## config.mk

```make
export PLATFORM = sky130hd
export DESIGN_NAME = fco_flash_cfg
export DESIGN_NICKNAME = d
export VERILOG_FILES = /design/src/pkg/fco_pkg.sv /design/src/rtl/fco_timing_div.sv /design/src/rtl/fco_key_cmp.sv /design/src/rtl/fco_flash_cfg.sv
export SDC_FILE = /design/constraint.sdc
export NUM_CORES = 1
export LEC_CHECK = 0
export BUFFER_PORTS_ARGS = -buffer_cell sky130_fd_sc_hd__buf_4
export CAP_MARGIN = 20
export CORE_MARGIN = 2
export CORE_UTILIZATION = 47
export CTS_BUF_LIST = sky130_fd_sc_hd__clkbuf_4 sky130_fd_sc_hd__clkbuf_8 sky130_fd_sc_hd__clkbuf_16
export DETAILED_ROUTE_END_ITERATION = 8
export PLACE_DENSITY = 0.92
export SYNTH_ARGS = -nofsm -noshare
export SYNTH_HDL_FRONTEND = slang
export SYNTH_SLANG_ARGS = --single-unit
```

## constraint.sdc

```tcl
create_clock -name pclk -period 2.55 [get_ports pclk]
set_input_delay 0.3825 -clock pclk [delete_from_list [all_inputs] [get_ports pclk]]
set_output_delay 0.3825 -clock pclk [all_outputs]
set_load 0.01 [all_outputs]
```

## src/pkg/fco_pkg.sv

```systemverilog
// fco_pkg: shared constants and types for the flash clock and security options block
// assumes: one 100 MHz bus clock, apb register access, nonvolatile bytes stable after reset
//
// Overview of operation
// [RULE_01] loaded flag read-only; first divider write sets it
// [RULE_02] prescale/divisor readable always, writable once
// [RULE_03] program/erase disabled until loaded flag set
// [RULE_04] prescale bit selects bus clock or bus/8
// [RULE_05] divider divides selected input by divisor+1
// [RULE_06] software keeps timing clock 150-200 kHz
// [RULE_07] timing pulse is one timing clock period
// [RULE_08] options byte copied at reset, fixed afterwards
// [RULE_09] backdoor disabled means key never unlocks
// [RULE_10] key writes only from secure firmware, never debug
// [RULE_11] eight matching bytes in order unlock until reset
// [RULE_12] redirect-disable bit one turns redirection off
// [RULE_13] security code unsecured only for 1:0
// [RULE_14] secure memory hidden from unsecured and debug sources
// [RULE_15] key match or blank check sets code 1:0
// [RULE_16] key-write-enable routes key-range writes to compare
// [RULE_17] blocked writes ignored, blocked reads return zero
// [RULE_18] set enable, write bytes ascending, clear to compare
// [RULE_19] command before divider write sets access error
// [RULE_20] later divider writes change nothing
package fco_pkg;
	// ---------------------------------------------------------------
	// register map (byte addresses)
	// ---------------------------------------------------------------
	localparam logic [7:0] OFF_DIV = 8'h00; // timing_divider_reg
	localparam logic [7:0] OFF_OPT = 8'h04; // working_options_reg
	localparam logic [7:0] OFF_CFG = 8'h08; // config_reg
	localparam logic [7:0] OFF_STAT = 8'h0C; // status register
	// ---------------------------------------------------------------
	// field positions
	// ---------------------------------------------------------------
	localparam int DIVISOR_LOADED_BIT = 7;
	localparam int PRESCALE_BIT = 6;
	localparam int BACKDOOR_ENABLE_BIT = 7;
	localparam int NORED_BIT = 6;
	localparam int KEY_WRITE_ENABLE_BIT = 5;
	localparam int STAT_SECURE_BIT = 0;
	localparam int STAT_RANGE_BIT = 1;
	localparam int STAT_PE_EN_BIT = 2;
	localparam int STAT_ACCERR_BIT = 4;
	// ---------------------------------------------------------------
	// reset values and encodings
	// ---------------------------------------------------------------
	localparam logic [6:0] DIV_RST = 7'h00;
	localparam logic [7:0] OPT_RST = 8'hFF; // erased state: secure until copied
	localparam logic [1:0] SEC_UNSECURED = 2'h2;
	localparam logic [15:0] KEY_BASE = 16'hFFB0;
	localparam logic [3:0] KEY_LEN = 4'h8;
	localparam logic [2:0] PRESCALE_LAST = 3'h7; // divide by eight
	// ---------------------------------------------------------------
	// timing: allowed timing clock band and derived bus-cycle periods
	// ---------------------------------------------------------------
	localparam int PCLK_HZ = 100000000;
	localparam int FCLK_MAX_HZ = 200000;
	localparam int FCLK_MIN_HZ = 150000;
	localparam logic [9:0] PERIOD_MIN_CYC = 10'((PCLK_HZ + FCLK_MAX_HZ - 1) / FCLK_MAX_HZ);
	localparam logic [9:0] PERIOD_MAX_CYC = 10'(PCLK_HZ / FCLK_MIN_HZ);
	// key comparison states, gray coded
	typedef enum logic [1:0] {
		FCO_KEY_IDLE = 2'h0,
		FCO_KEY_COLLECT = 2'h1,
		FCO_KEY_CHECK = 2'h3
	} fco_key_state_t;
endpackage

```

## src/rtl/fco_timing_div.sv

```systemverilog
// fco_timing_div: derives the program/erase timing pulse from the bus clock
// assumes: settings held stable once run is high
`timescale 1ns/1ps
module fco_timing_div (
	// clock and reset
	input wire logic pclk,
	input wire logic presetn,
	// settings
	input wire logic run,
	input wire logic prescale,
	input wire logic [5:0] divisor,
	// one-cycle pulse per timing clock period
	output logic tick_ff
);
	import fco_pkg::*;
	logic [2:0] pre_cnt_ff; // prescale counter
	logic [5:0] div_cnt_ff; // divisor counter
	logic [2:0] nxt_pre_cnt;
	logic [5:0] nxt_div_cnt;
	logic nxt_tick;
	logic pre_done; // one prescaled input edge
	// ---------------------------------------------------------------
	// counting
	// ---------------------------------------------------------------
	always_comb begin
		pre_done = !prescale || (pre_cnt_ff == PRESCALE_LAST); // [RULE_04]
		nxt_pre_cnt = 3'h0;
		nxt_div_cnt = div_cnt_ff;
		nxt_tick = 1'b0;
		if (run) begin
			if (prescale && !pre_done) begin
				nxt_pre_cnt = pre_cnt_ff + 3'h1;
			end
			if (pre_done) begin
				// divide by divisor plus one
				if (div_cnt_ff == divisor) begin // [RULE_05]
					nxt_div_cnt = 6'h00;
					nxt_tick = 1'b1; // [RULE_07]
				end else begin
					nxt_div_cnt = div_cnt_ff + 6'h01;
				end
			end
		end else begin
			nxt_div_cnt = 6'h00;
		end
	end
	// registers
	always_ff @(posedge pclk or negedge presetn) begin
		if (!presetn) begin
			pre_cnt_ff <= 3'h0;
			div_cnt_ff <= 6'h00;
			tick_ff <= 1'b0;
		end else begin
			pre_cnt_ff <= nxt_pre_cnt;
			div_cnt_ff <= nxt_div_cnt;
			tick_ff <= nxt_tick;
		end
	end
endmodule // fco_timing_div

```

## src/rtl/fco_key_cmp.sv

```systemverilog
// fco_key_cmp: collects backdoor key bytes and compares them on disable
// assumes: key_wr already filtered to secure firmware sources
`timescale 1ns/1ps
module fco_key_cmp (
	// clock and reset
	input wire logic pclk,
	input wire logic presetn,
	// control
	input wire logic key_write_enable,
	input wire logic backdoor_enable,
	// key byte writes
	input wire logic key_wr,
	input wire logic [2:0] key_idx,
	input wire logic [7:0] key_byte,
	input wire logic [63:0] nv_backdoor_key,
	// one-cycle unlock pulse
	output logic unlock_ff
);
	import fco_pkg::*;
	fco_key_state_t state_ff, nxt_state;
	logic [3:0] cnt_ff, nxt_cnt; // bytes written
	logic ok_ff, nxt_ok; // all bytes so far matched in order
	logic nxt_unlock;
	// ---------------------------------------------------------------
	// sequence
	// ---------------------------------------------------------------
	always_comb begin
		nxt_state = state_ff;
		nxt_cnt = cnt_ff;
		nxt_ok = ok_ff;
		nxt_unlock = 1'b0;
		case (state_ff)
			FCO_KEY_IDLE: begin
				// enable raised: start fresh
				if (key_write_enable) begin // [RULE_18]
					nxt_state = FCO_KEY_COLLECT;
					nxt_cnt = 4'h0;
					nxt_ok = 1'b1;
				end
			end
			FCO_KEY_COLLECT: begin
				if (!key_write_enable) begin
					nxt_state = FCO_KEY_CHECK;
				end else if (key_wr) begin
					// ascending order and matching value, no extra bytes
					if (cnt_ff == KEY_LEN || key_idx != cnt_ff[2:0] ||
						key_byte != nv_backdoor_key[8 * key_idx +: 8]) begin // [RULE_11]
						nxt_ok = 1'b0;
					end
					if (cnt_ff != KEY_LEN) begin
						nxt_cnt = cnt_ff + 4'h1;
					end
				end
			end
			FCO_KEY_CHECK: begin
				// compare result only counts with backdoor enabled
				nxt_unlock = ok_ff && (cnt_ff == KEY_LEN) && backdoor_enable; // [RULE_09] [RULE_18]
				nxt_state = FCO_KEY_IDLE;
			end
			default: begin
				nxt_state = FCO_KEY_IDLE;
			end
		endcase
	end
	// registers
	always_ff @(posedge pclk or negedge presetn) begin
		if (!presetn) begin
			state_ff <= FCO_KEY_IDLE;
			cnt_ff <= 4'h0;
			ok_ff <= 1'b0;
			unlock_ff <= 1'b0;
		end else begin
			state_ff <= nxt_state;
			cnt_ff <= nxt_cnt;
			ok_ff <= nxt_ok;
			unlock_ff <= nxt_unlock;
		end
	end
endmodule // fco_key_cmp

```

## src/rtl/fco_flash_cfg.sv

```systemverilog
// fco_flash_cfg: flash clock divider, options and security gate with apb registers
// assumes: nonvolatile bytes valid at reset release; memory port on the bus clock
//
// Implementation choices: the APB register port and the register offsets.
`timescale 1ns/1ps
module fco_flash_cfg (
	// clock and reset
	input wire logic pclk,
	input wire logic presetn,
	// apb slave
	input wire logic psel,
	input wire logic penable,
	input wire logic pwrite,
	input wire logic [7:0] paddr,
	input wire logic [31:0] pwdata,
	output logic [31:0] prdata_ff,
	output logic pready_ff,
	output logic pslverr_ff,
	// nonvolatile contents
	input wire logic [7:0] nv_options_byte,
	input wire logic [63:0] nv_backdoor_key,
	// cpu or debug access to secure memory
	input wire logic mem_req,
	input wire logic mem_wr,
	input wire logic mem_is_flash,
	input wire logic [15:0] mem_addr,
	input wire logic [7:0] mem_wdata,
	input wire logic mem_src_secure,
	input wire logic mem_src_debug,
	input wire logic [7:0] arr_rdata,
	output logic [7:0] mem_rdata_ff,
	output logic mem_blocked_ff,
	output logic mem_wr_ok_ff,
	// sequencer side
	input wire logic blank_check_ok,
	output logic cmd_start_ff,
	output logic timing_tick_ff,
	output logic prog_erase_en_ff,
	output logic secure_ff,
	output logic redirect_disable_ff
);
	import fco_pkg::*;
	// ---------------------------------------------------------------
	// declarations
	// ---------------------------------------------------------------
	logic [6:0] div_ff, nxt_div; // prescale and divisor
	logic divisor_loaded_ff, nxt_divisor_loaded; // divisor_loaded
	logic [7:0] opt_ff, nxt_opt; // working_options_reg
	logic opt_loaded_ff, nxt_opt_loaded; // options copy done
	logic key_write_enable_ff, nxt_key_write_enable; // key_write_enable
	logic acc_err_ff, nxt_acc_err; // access_error_flag
	logic nxt_pready, nxt_pslverr;
	logic [31:0] nxt_prdata;
	logic nxt_secure, nxt_pe_en, nxt_redirect;
	logic [7:0] nxt_mem_rdata;
	logic nxt_blocked, nxt_wr_ok, nxt_cmd;
	logic wr_div, wr_cfg, wr_stat; // register write strobes
	logic mapped; // address hits a register
	logic [9:0] period_cyc; // bus cycles per timing period
	logic range_ok; // period inside allowed band
	logic blocked; // current access refused
	logic key_range; // address in key window
	logic key_wr; // byte handed to comparator
	logic flash_wr; // write that starts a command
	logic key_unlock; // comparator match
	logic tick;
	// ---------------------------------------------------------------
	// apb decode
	// ---------------------------------------------------------------
	always_comb begin
		mapped = (paddr == OFF_DIV) || (paddr == OFF_OPT) || (paddr == OFF_CFG) || (paddr == OFF_STAT);
		// writes land at the access edge that completes the transfer
		wr_div = psel && penable && pready_ff && pwrite && (paddr == OFF_DIV);
		wr_cfg = psel && penable && pready_ff && pwrite && (paddr == OFF_CFG);
		wr_stat = psel && penable && pready_ff && pwrite && (paddr == OFF_STAT);
		// no wait state: ready in the first access cycle only
		nxt_pready = psel && !penable;
		nxt_pslverr = psel && !penable && !mapped;
		nxt_prdata = 32'h0000_0000;
		if (psel && !penable) begin
			case (paddr)
				OFF_DIV: nxt_prdata = {24'h00_0000, divisor_loaded_ff, div_ff}; // [RULE_02]
				OFF_OPT: nxt_prdata = {24'h00_0000, opt_ff[7:6], 4'h0, opt_ff[1:0]};
				OFF_CFG: nxt_prdata = {26'h000_0000, key_write_enable_ff, 5'h00};
				OFF_STAT: nxt_prdata = {27'h000_0000, acc_err_ff, 1'b0, prog_erase_en_ff, range_ok, secure_ff};
				default: nxt_prdata = 32'h0000_0000;
			endcase
		end
	end
	// apb registers
	always_ff @(posedge pclk or negedge presetn) begin
		if (!presetn) begin
			pready_ff <= 1'b0;
			pslverr_ff <= 1'b0;
			prdata_ff <= 32'h0000_0000;
		end else begin
			pready_ff <= nxt_pready;
			pslverr_ff <= nxt_pslverr;
			prdata_ff <= nxt_prdata;
		end
	end
	// ---------------------------------------------------------------
	// divider register and band check
	// ---------------------------------------------------------------
	always_comb begin
		nxt_div = div_ff;
		nxt_divisor_loaded = divisor_loaded_ff;
		// only the first write after reset is kept
		if (wr_div && !divisor_loaded_ff) begin // [RULE_20]
			nxt_div = pwdata[6:0]; // [RULE_02]
			nxt_divisor_loaded = 1'b1; // [RULE_01]
		end
		// bus cycles per timing period: (divisor + 1), times eight when prescaled
		// divisor plus one overflows six bits at 63, so that code is patched below
		period_cyc = div_ff[PRESCALE_BIT] ? {1'b0, 3'(div_ff[5:0] + 6'h01 == 6'h00), 6'(div_ff[5:0] + 6'h01)} << 3
			: {3'h0, 1'b0, 6'(div_ff[5:0] + 6'h01)};
		if (div_ff[5:0] == 6'h3F) begin
			period_cyc = div_ff[PRESCALE_BIT] ? 10'h200 : 10'h040;
		end
		// software is expected to stay in band; status reports it
		range_ok = (period_cyc >= PERIOD_MIN_CYC) && (period_cyc <= PERIOD_MAX_CYC); // [RULE_06]
	end
	// divider registers
	always_ff @(posedge pclk or negedge presetn) begin
		if (!presetn) begin
			div_ff <= DIV_RST;
			divisor_loaded_ff <= 1'b0;
		end else begin
			div_ff <= nxt_div;
			divisor_loaded_ff <= nxt_divisor_loaded;
		end
	end
	// timing pulse generator, held idle until the divider is set
	fco_timing_div u_div (
		.pclk(pclk),
		.presetn(presetn),
		.run(divisor_loaded_ff),
		.prescale(div_ff[PRESCALE_BIT]),
		.divisor(div_ff[5:0]),
		.tick_ff(tick)
	);
	// ---------------------------------------------------------------
	// options, configuration and error flag
	// ---------------------------------------------------------------
	always_comb begin
		nxt_opt = opt_ff;
		nxt_opt_loaded = 1'b1;
		// copy once after reset release; never written by software
		if (!opt_loaded_ff) begin
			nxt_opt = nv_options_byte; // [RULE_08]
		end else if (key_unlock || blank_check_ok) begin
			nxt_opt[1:0] = SEC_UNSECURED; // [RULE_15]
		end
		nxt_key_write_enable = wr_cfg ? pwdata[KEY_WRITE_ENABLE_BIT] : key_write_enable_ff;
		// write-one clears, a new error in the same cycle wins
		nxt_acc_err = acc_err_ff;
		if (wr_stat && pwdata[STAT_ACCERR_BIT]) begin
			nxt_acc_err = 1'b0;
		end
		if (mem_req && flash_wr && !divisor_loaded_ff) begin
			nxt_acc_err = 1'b1; // [RULE_19]
		end
		nxt_secure = (opt_ff[1:0] != SEC_UNSECURED); // [RULE_13]
		nxt_pe_en = divisor_loaded_ff; // [RULE_03]
		nxt_redirect = opt_ff[NORED_BIT]; // [RULE_12]
	end
	// option registers
	always_ff @(posedge pclk or negedge presetn) begin
		if (!presetn) begin
			opt_ff <= OPT_RST;
			opt_loaded_ff <= 1'b0;
			key_write_enable_ff <= 1'b0;
			acc_err_ff <= 1'b0;
			secure_ff <= 1'b1;
			prog_erase_en_ff <= 1'b0;
			redirect_disable_ff <= 1'b1;
		end else begin
			opt_ff <= nxt_opt;
			opt_loaded_ff <= nxt_opt_loaded;
			key_write_enable_ff <= nxt_key_write_enable;
			acc_err_ff <= nxt_acc_err;
			secure_ff <= nxt_secure;
			prog_erase_en_ff <= nxt_pe_en;
			redirect_disable_ff <= nxt_redirect;
		end
	end
	// ---------------------------------------------------------------
	// memory access gate
	// ---------------------------------------------------------------
	always_comb begin
		// unsecured code and debug are shut out while secure
		blocked = mem_req && secure_ff && (!mem_src_secure || mem_src_debug); // [RULE_14]
		// eight aligned key locations share the upper address bits
		key_range = mem_is_flash && (mem_addr[15:3] == KEY_BASE[15:3]);
		// key writes with capture on never reach the command path, whatever the source
		key_wr = mem_req && mem_wr && key_range && key_write_enable_ff && mem_src_secure && !mem_src_debug; // [RULE_10] [RULE_16]
		flash_wr = mem_wr && mem_is_flash && !blocked && !(key_range && key_write_enable_ff); // [RULE_16]
		nxt_blocked = blocked;
		nxt_mem_rdata = (mem_req && !mem_wr && !blocked) ? arr_rdata : 8'h00; // [RULE_17]
		nxt_wr_ok = mem_req && mem_wr && !blocked && !(key_range && key_write_enable_ff) && !(mem_is_flash && !divisor_loaded_ff); // [RULE_17]
		nxt_cmd = mem_req && flash_wr && divisor_loaded_ff; // [RULE_03]
	end
	// access registers
	always_ff @(posedge pclk or negedge presetn) begin
		if (!presetn) begin
			mem_blocked_ff <= 1'b0;
			mem_rdata_ff <= 8'h00;
			mem_wr_ok_ff <= 1'b0;
			cmd_start_ff <= 1'b0;
			timing_tick_ff <= 1'b0;
		end else begin
			mem_blocked_ff <= nxt_blocked;
			mem_rdata_ff <= nxt_mem_rdata;
			mem_wr_ok_ff <= nxt_wr_ok;
			cmd_start_ff <= nxt_cmd;
			timing_tick_ff <= tick; // [RULE_07]
		end
	end
	// backdoor key comparison
	fco_key_cmp u_key (
		.pclk(pclk),
		.presetn(presetn),
		.key_write_enable(key_write_enable_ff),
		.backdoor_enable(opt_ff[BACKDOOR_ENABLE_BIT]),
		.key_wr(key_wr),
		.key_idx(mem_addr[2:0]),
		.key_byte(mem_wdata),
		.nv_backdoor_key(nv_backdoor_key),
		.unlock_ff(key_unlock)
	);
	// ---------------------------------------------------------------
	// assertions
	// ---------------------------------------------------------------
	a_divisor_loaded_sticky: assert property (@(posedge pclk) disable iff (!presetn) divisor_loaded_ff |=> divisor_loaded_ff) // [RULE_01]
		else $error("loaded flag dropped");
	a_first_write_sets: assert property (@(posedge pclk) disable iff (!presetn)
		(wr_div && !divisor_loaded_ff) |=> (divisor_loaded_ff && div_ff == $past(pwdata[6:0]))) // [RULE_02]
		else $error("first divider write not stored");
	a_div_write_once: assert property (@(posedge pclk) disable iff (!presetn)
		(wr_div && divisor_loaded_ff) |=> $stable(div_ff)) // [RULE_20]
		else $error("divider changed after first write");
	a_cmd_needs_divisor_loaded: assert property (@(posedge pclk) disable iff (!presetn)
		cmd_start_ff |-> $past(divisor_loaded_ff)) // [RULE_03]
		else $error("command started before divider set");
	a_early_cmd_error: assert property (@(posedge pclk) disable iff (!presetn)
		(mem_req && flash_wr && !divisor_loaded_ff) |=> (acc_err_ff && !cmd_start_ff)) // [RULE_19]
		else $error("early command not flagged");
	a_blocked_read_zero: assert property (@(posedge pclk) disable iff (!presetn)
		mem_blocked_ff |-> (mem_rdata_ff == 8'h00 && !mem_wr_ok_ff && !cmd_start_ff)) // [RULE_17]
		else $error("blocked access leaked");
	a_secure_decode: assert property (@(posedge pclk) disable iff (!presetn)
		opt_loaded_ff |=> (secure_ff == ($past(opt_ff[1:0]) != 2'h2))) // [RULE_13]
		else $error("security decode wrong");
	a_unlock_backdoor_enable: assert property (@(posedge pclk) disable iff (!presetn)
		key_unlock |-> opt_ff[BACKDOOR_ENABLE_BIT]) // [RULE_09]
		else $error("unlock without backdoor enable");
	a_unlock_sets_code: assert property (@(posedge pclk) disable iff (!presetn)
		(opt_loaded_ff && (key_unlock || blank_check_ok)) |=> ##1 !secure_ff) // [RULE_15]
		else $error("unlock did not clear security");
	a_debug_no_key: assert property (@(posedge pclk) disable iff (!presetn)
		mem_src_debug |-> !key_wr) // [RULE_10]
		else $error("debug key write accepted");
	a_opt_frozen: assert property (@(posedge pclk) disable iff (!presetn)
		(opt_loaded_ff && !key_unlock && !blank_check_ok) |=> $stable(opt_ff)) // [RULE_08]
		else $error("options changed without reset");
	a_redirect_follows: assert property (@(posedge pclk) disable iff (!presetn)
		opt_loaded_ff ##1 opt_loaded_ff |-> redirect_disable_ff == $past(opt_ff[NORED_BIT])) // [RULE_12]
		else $error("redirect output wrong");
	c_div_loaded: cover property (@(posedge pclk) disable iff (!presetn) wr_div && !divisor_loaded_ff);
	c_key_unlock: cover property (@(posedge pclk) disable iff (!presetn) key_unlock);
	c_blank_unlock: cover property (@(posedge pclk) disable iff (!presetn) blank_check_ok && secure_ff);
	a_tick_after_load: assert property (@(posedge pclk) disable iff (!presetn)
		timing_tick_ff |-> prog_erase_en_ff) // [RULE_07]
		else $error("timing pulse before divider set");
	a_key_no_cmd: assert property (@(posedge pclk) disable iff (!presetn)
		(mem_req && mem_wr && key_range && key_write_enable_ff) |=> !cmd_start_ff) // [RULE_16]
		else $error("key write started a command");
	c_blocked: cover property (@(posedge pclk) disable iff (!presetn) mem_blocked_ff);
	// divider set inside the allowed timing band
	c_in_band: cover property (@(posedge pclk) disable iff (!presetn) divisor_loaded_ff && range_ok);
endmodule // fco_flash_cfg

```

==> summary.txt, run 1 <==
Status
  • Outcome: completed

Power
  • Sequential share of power: 0.441
  • Switching power: slightly below 500 uW
  • Comb pwr share: 0.160
  • Clock Power Share: 0.399
  • Pint: 1700 uW
  • VDD IR max: 0.000227 V
  • Switching portion of total power: 0.226
  • Design Power: roughly 2200 uW
  • Power Density: about 470 nW/um^2
  • Pleak: around 0.0024 uW

Clocking
  • Skew-Pair Late Insertion Delay: 0.34 ns
  • Hold_buf cts: 0
  • CTS root buffer: clkbuf_8
  • # H-tree levels: 3
  • Worst-path clk slew: around 0.060 ns
  • CTS sink cnt: 58
  • Setup Buffers After CTS: 0
  • Clock buffer depth: 2
  • Post-CTS sizing: 0
  • CTS buffer count: 9
  • TritonCTS clock tree: built

Yosys
  • Mux share of post-synthesis cell area: 0.182
  • Sequential-to-total area share from yosys stat: 0.432
  • Post-synth top area share: 0.385
  • Fraction of registers with async set/reset: 1.00
  • Post-Synth XOR/XNOR Area: 0.0493
  • Simple-gate area share of the yosys netlist: 0.167
  • Post-synthesis adder-cell area fraction: 0.0259
  • Top FF cell, synth: dfrtp_1
  • Yosys top cell by area: dfrtp_1
  • Flops & latches, synth: between 50 and 60
  • Synth Area in Compound Gates: 0.0593
  • Cells after Synth: 302
  • EDFF count, synth: 0
  • Yosys Warn Count: 0
  • Post-Syn Area: between 3000 and 4000 um^2
  • Netlist cell types: about 50
  • Synth top area cells: dfrtp_1 39%, mux4_1 5.4%, buf_4 5.3%
  • Synth Area per Inst: ~11 um^2
  • Largest family of logic cells by synthesized area: multiplexers

Floorplan
  • Rows: 30
  • Initial Util: 0.491
  • Die W: between 80 and 90 um
  • Die H: about 90 um
  • Core area: between 6000 and 7000 um^2
  • Num ports: a little over 200
  • Die Area: 7880 um^2

GRT
  • Largest net degree at the start of global routing: slightly below 60
  • Most Used Layer, Global Route: met2
  • Vias in the first global route: about 2,900
  • Gr usage total: 0.211
  • Met3 usage: 0.0485
  • First-pass GRT wire length: 12.7 mm
  • Met2 Track Usage GR: 0.372
  • GR Util met1: 0.247
  • GR Overflow Total: 0
  • Initial antenna violation count: 0

Finish
  • Most common library cell in the layout ignoring fill and taps: buf_4
  • Layout cell share with drive strength beyond 1: 0.427
  • Most frequent cells in the layout: 151 x buf_4, 52 x dfrtp_1, 25 x conb_1, 19 x nand2_1, 17 x nor2_1
  • Number of fillers in the final layout: around 510
  • Layout Area Growth over Synthesis: 38.5%
  • Nets: ~610
  • Diode count: 0
  • Post-route core utilization: 0.681

Worst setup path
  • Critical path class: flip-flop to flip-flop
  • WP data arrival: 2.13 ns
  • CP endpoint kind: flip-flop
  • Top delay family on crit path: simple AND/OR/NAND/NOR gates
  • Crit path max fanout: 9
  • Startpoint types: flip-flop
  • R2R Setup Slk: between 0.6 and 0.7 ns
  • CP bufs+invs: 0
  • Crit-path cells: ha_1, ha_1, nor2b_1, a21oi_1, nand3_1, xnor2_1, and3_1
  • Worst Path Required: between 2 and 3 ns
  • Worst path slowest cell: nor2b_1
  • Crit-path max cell delay: around 0.44 ns
  • CP most frequent cell: ha_1

Placed design
  • DP Worst Slack: about 0.4 ns
  • Global placement routability congestion: about 0.88
  • I/O Buffers: 150
  • Dpl hpwl: between 6 and 7 mm

Drt
  • Vias per cell: between 5 and 6
  • Drt total wl: roughly 8.4 mm
  • DR vias: ~2,900
  • DRT antenna net count: 0
  • DRC marker count from the first detailed-route iteration: 160
  • DR DRC count: 0
  • TritonRoute pass-1 iters: 4
  • Drt wl/cell: 15.2 um

Hold path
  • Worst min path class: primary input to asynchronous set/reset pin

STA
  • Final slew viol count: 0
  • Final setup fails: 0
  • Tmin final: approximately 1.9 ns
  • Final Hold Fails: 0
  • Peak Freq: around 530 MHz
  • RSZ-0062 raised after global routing: false
  • Tcrit/Tclk final: 0.746
  • Worst slew margin: 0.530
  • Total negative slack: 0 ns
  • Final setup margin: roughly 0.65 ns
  • Skew final: ~0.011 ns
  • Measured slew at the worst slew-check pin: 0.705 ns
  • Hold Slack: just under 0.09 ns

Flow run
  • MaxCap Viol Count: 0
[synth_stat cells (3+ instances only)]
master and instances:
dfrtp_1 52, buf_4 24, nand2_1 19, nor2_1 17
mux2i_1 15, a21oi_1 13, nand3_1 13, mux2_2 11
xor2_1 11, and2_1 8, nor3_1 8, xnor2_1 8
ha_1 7, mux4_1 7, mux4_2 7, and3_1 6
dfstp_2 6, inv_1 6, nand2b_1 5, o2111ai_1 5
buf_2 4, clkbuf_1 4, nor2b_1 4, o21ai_0 4
nand3b_1 3, nand4_1 3, nand4b_1 3
[sequential cells by signal, summed over array words and instances, names as in the netlist, 2 cells and up]
register and flops:
opt_ff 4, u_div.pre_cnt_ff 3, mem_rdata_ff 8, u_key.state_ff 2, u_key.cnt_ff 4, u_div.div_cnt_ff 6
div_ff 7, prdata_ff 8
[logic make-up (layout without fill, tap and decap cells)]
group                    after synthesis  count (layout)
buffers and inverters                 42             174
AND/OR/NAND/NOR                      102             102
multiplexers                          40              40
AO/OA/AOI/OAI                         32              32
adder cells (fa/ha/maj)                7               7
other                                  2              25
XOR/XNOR                              19              19
flip-flops                            58              58
[cell type report]
class	count	area, um^2	share of cell area
timing repair buffer	151	1130	0.243
clock inverter	2	35.0	0.00749
inverter	7	26.3	0.00562
clock buffer	14	174	0.0372
multi-input combinational	225	1730	0.369
sequential	58	1460	0.312
tap	96	120	0.0257
[power by group through the flow]
stage	combinational, uW	sequential (uW)	clock (uW)
global route	383	970	935
global placement	343	983	0
CTS	355	968	892
floorplan	174	986	0
detailed placement	354	984	0
finish	351	968	875
[through the flow]
| stage | area, um^2 | instances |
|---|---|---|
| after floorplan | 3460 | 325 |
| after global placement | 4470 | 537 |
| after detailed placement | 4470 | 537 |
| after CTS | 4670 | 553 |
| after global routing | 4670 | 553 |
| final | 4670 | 553 |
[per-layer routing]
| layer | routed length, um | vias to the layer above |
|---|---|---|
| met5 | 0 | - |
| met4 | 230 | 0 |
| met3 | 523 | 25 |
| met2 | 4530 | 151 |
| met1 | 3100 | 1370 |
| li1 | - | 1339 |
[final timing paths]
path | from | endpoint | cells past startpoint
max in group asynchronous | presetn | mem_rdata_ff[7]$_DFF_PN0_ | 1
worst min-delay path | presetn | prdata_ff[5]$_DFF_PN0_ | 1
min in group pclk | blank_check_ok | opt_ff[0]$_DFFE_PN1P_ | 2
worst min register to register | u_div.tick_ff$_DFF_PN0_ | timing_tick_ff$_DFF_PN0_ | 0
worst max-delay path | u_div.pre_cnt_ff[0]$_DFF_PN0_ | u_div.div_cnt_ff[5]$_DFFE_PN0P_ | 7
worst max register to register | u_div.pre_cnt_ff[0]$_DFF_PN0_ | u_div.div_cnt_ff[5]$_DFFE_PN0P_ | 7
Power figures use the tool's default switching activity.
==> inputs of run 2 (changes only) <==
--- a/config.mk
+++ b/config.mk
@@ -8,10 +8,10 @@
 export BUFFER_PORTS_ARGS = -buffer_cell sky130_fd_sc_hd__buf_4
 export CAP_MARGIN = 20
 export CORE_MARGIN = 2
-export CORE_UTILIZATION = 47
+export CORE_UTILIZATION = 40
 export CTS_BUF_LIST = sky130_fd_sc_hd__clkbuf_4 sky130_fd_sc_hd__clkbuf_8 sky130_fd_sc_hd__clkbuf_16
 export DETAILED_ROUTE_END_ITERATION = 8
-export PLACE_DENSITY = 0.92
+export PLACE_DENSITY = 0.84
 export SYNTH_ARGS = -nofsm -noshare
 export SYNTH_HDL_FRONTEND = slang
 export SYNTH_SLANG_ARGS = --single-unit
==> constraint.sdc (replaced) <==
create_clock -name pclk -period 1.6 [get_ports pclk]
set_input_delay 0.24 -clock pclk [delete_from_list [all_inputs] [get_ports pclk]]
set_output_delay 0.24 -clock pclk [all_outputs]
set_load 0.01 [all_outputs]
==> run 2 against run 1 <==
Register-to-register slack lost 0.61 ns. Count of clock-buffer cells in the layout shrank 5. Flip-flop and latch count is the same. Sequential power grew 59%. Die area grew 17%. Routed wire length grew 9.0%. Maximum frequency grew 22%. Combinational power grew 72%.
==> summary.txt, run 2 (synthesized netlist as in run 1, its figures left out) <==
Status
  • Outcome: completed

STA
  • Peak Freq: about 640 MHz
  • Hold Slack: just under 0.07 ns
  • Skew final: roughly 0.009 ns
  • Final setup fails: 0
  • Final Hold Fails: 0
  • Tmin final: 1.56 ns
  • Tcrit/Tclk final: 0.976
  • Total negative slack: 0 ns
  • Final slew viol count: 0

Worst setup path
  • Crit path max fanout: 5
  • WP data arrival: around 1.8 ns
  • Critical path class: flip-flop to flip-flop
  • Crit-path cells: ha_4, ha_4, nor2b_4, buf_6, buf_4, or3_4, a21oi_2
  • Top delay family on crit path: simple AND/OR/NAND/NOR gates
  • CP most frequent cell: ha_4
  • CP bufs+invs: 2
  • Startpoint types: flip-flop
  • CP endpoint kind: flip-flop
  • Worst Path Required: between 1.5 and 2 ns
  • Worst path slowest cell: dfrtp_1
  • Crit-path max cell delay: 0.39 ns

Finish
  • Number of fillers in the final layout: ~640
  • Layout Area Growth over Synthesis: 49.2%
  • Top Registers: mem_rdata_ff (8), prdata_ff (8), div_ff (7)
  • Nets: 640
  • Post-route core utilization: 0.613
  • Area of the multi-input gates: 1840 um^2
  • Storage cell area: approximately 1500 um^2
  • Most frequent cells in the layout: 173 x buf_4, 50 x dfrtp_1, 25 x conb_1, 19 x nand2_1, 17 x nor2_1
  • Diode count: 0
  • Layout cell share with drive strength beyond 1: 0.497
  • Most common library cell in the layout ignoring fill and taps: buf_4
  • Fin cells: 588

Drt
  • DRC marker count from the first detailed-route iteration: roughly 120
  • DR DRC count: 0
  • DRT antenna net count: 0
  • Vias per cell: around 5.1
  • TritonRoute pass-1 iters: 5
  • Drt wl/cell: 15.5 um
  • Drt total wl: around 9 mm
  • DR vias: about 3,000

Power
  • Clock Power Share: 0.407
  • Power Density: a little over 700 nW/um^2
  • Switching portion of total power: 0.240
  • Comb pwr share: 0.167
  • VDD IR max: between 0.0003 and 0.0004 V
  • Switching power: between 800 and 900 uW
  • Pint: roughly 2800 uW
  • Sequential share of power: 0.426
  • Pleak: around 0.0025 uW

Clocking
  • Worst-path clk slew: 0.07 ns
  • Skew-Pair Late Insertion Delay: between 0.3 and 0.4 ns
  • CTS root buffer: clkbuf_8
  • Clock buffer depth: 2
  • # H-tree levels: 3
  • CTS sink cnt: between 50 and 60
  • CTS buffer count: 9
  • TritonCTS clock tree: built

GRT
  • GR Overflow Total: 0
  • Vias in the first global route: between 3,000 and 4,000
  • Initial antenna violation count: 0
  • First-pass GRT wire length: between 10 and 15 mm
  • Gr usage total: 0.199
  • Largest net degree at the start of global routing: 28

Floorplan
  • Initial Util: 0.411
  • Die W: 95.9 um
  • Rows: 33
  • Die Area: 9190 um^2
  • Num ports: a little over 200
  • Die H: roughly 96 um
  • Core area: around 8200 um^2

Placed design
  • Global placement routability congestion: around 0.87
  • Dpl hpwl: approximately 7.3 mm
  • I/O Buffers: 150
  • Cells after DPL: roughly 570

Hold path
  • Worst min path class: primary input to flip-flop

Flow run
  • MaxCap Viol Count: 0
-- run 2: per-stage QoR --
stage	power, uW	area, um^2	setup slack, ns
floorplan	1860	3490	-0.115
global placement	2150	4670	-0.175
detailed placement	2170	4670	-0.260
CTS	3650	4920	0.00136
global route	3780	5040	-0.0483
finish	3620	5040	0.0388
-- run 2: per-layer routing --
| metal | up-vias | global-route usage | wire (um) |
|---|---|---|---|
| met5 | - | 0 | 0 |
| met1 | 1433 | 0.218 | 3230 |
| met2 | 146 | 0.365 | 5020 |
| met3 | 21 | 0.0446 | 655 |
| met4 | 0 | 0.0929 | 227 |
| li1 | 1390 | - | - |
-- run 2: what timing repair did --
item                       in CTS  in global routing
setup endpoints to repair       5                 10
buffers inserted                0                  4
pin swaps                       0                 10
resized for setup               3                 20
hold endpoints to repair       33                  0
hold buffers                    1                  0
-- run 2: power groups by stage --
stage / clock network (uW) / registers (uW) / logic [uW]
finish: 1480 / 1540 / 605
global route: 1580 / 1540 / 658
CTS: 1500 / 1540 / 606
detailed placement: 0 / 1570 / 603
global placement: 0 / 1570 / 588
floorplan: 0 / 1570 / 285
-- run 2: cell type report --
type,count,share of cell area
multi-input cells,225,0.365
flip-flops and latches,58,0.290
repair buffers,177,0.270
well taps,105,0.0261
clock buffers,9,0.0246
clock inverters,7,0.0186
inverters,7,0.00522
-- run 2: worst paths after layout --
path / startpoint / to / slack (ns) / cells after the start
setup / recovery: u_div.pre_cnt_ff[0]$_DFF_PN0_ / u_div.div_cnt_ff[0]$_DFFE_PN0P_ / 0.04 / 7
max in group asynchronous: presetn / div_ff[0]$_DFFE_PN0P_ / 0.80 / 3
setup reg to reg: u_div.pre_cnt_ff[0]$_DFF_PN0_ / u_div.div_cnt_ff[0]$_DFFE_PN0P_ / 0.04 / 7
min in group asynchronous: presetn / key_write_enable_ff$_DFFE_PN0P_ / 0.30 / 2
hold reg to reg: u_div.tick_ff$_DFF_PN0_ / timing_tick_ff$_DFF_PN0_ / 0.36 / 0
hold / removal: blank_check_ok / opt_ff[0]$_DFFE_PN1P_ / 0.07 / 2
-- run 2: worst register-to-register path, stage by stage, from the launching register on --
cell,delay [ns]
dfrtp_1,0.39
ha_4,0.16
ha_4,0.14
nor2b_4,0.04
buf_6,0.12
buf_4,0.14
or3_4,0.36
a21oi_2,0.14
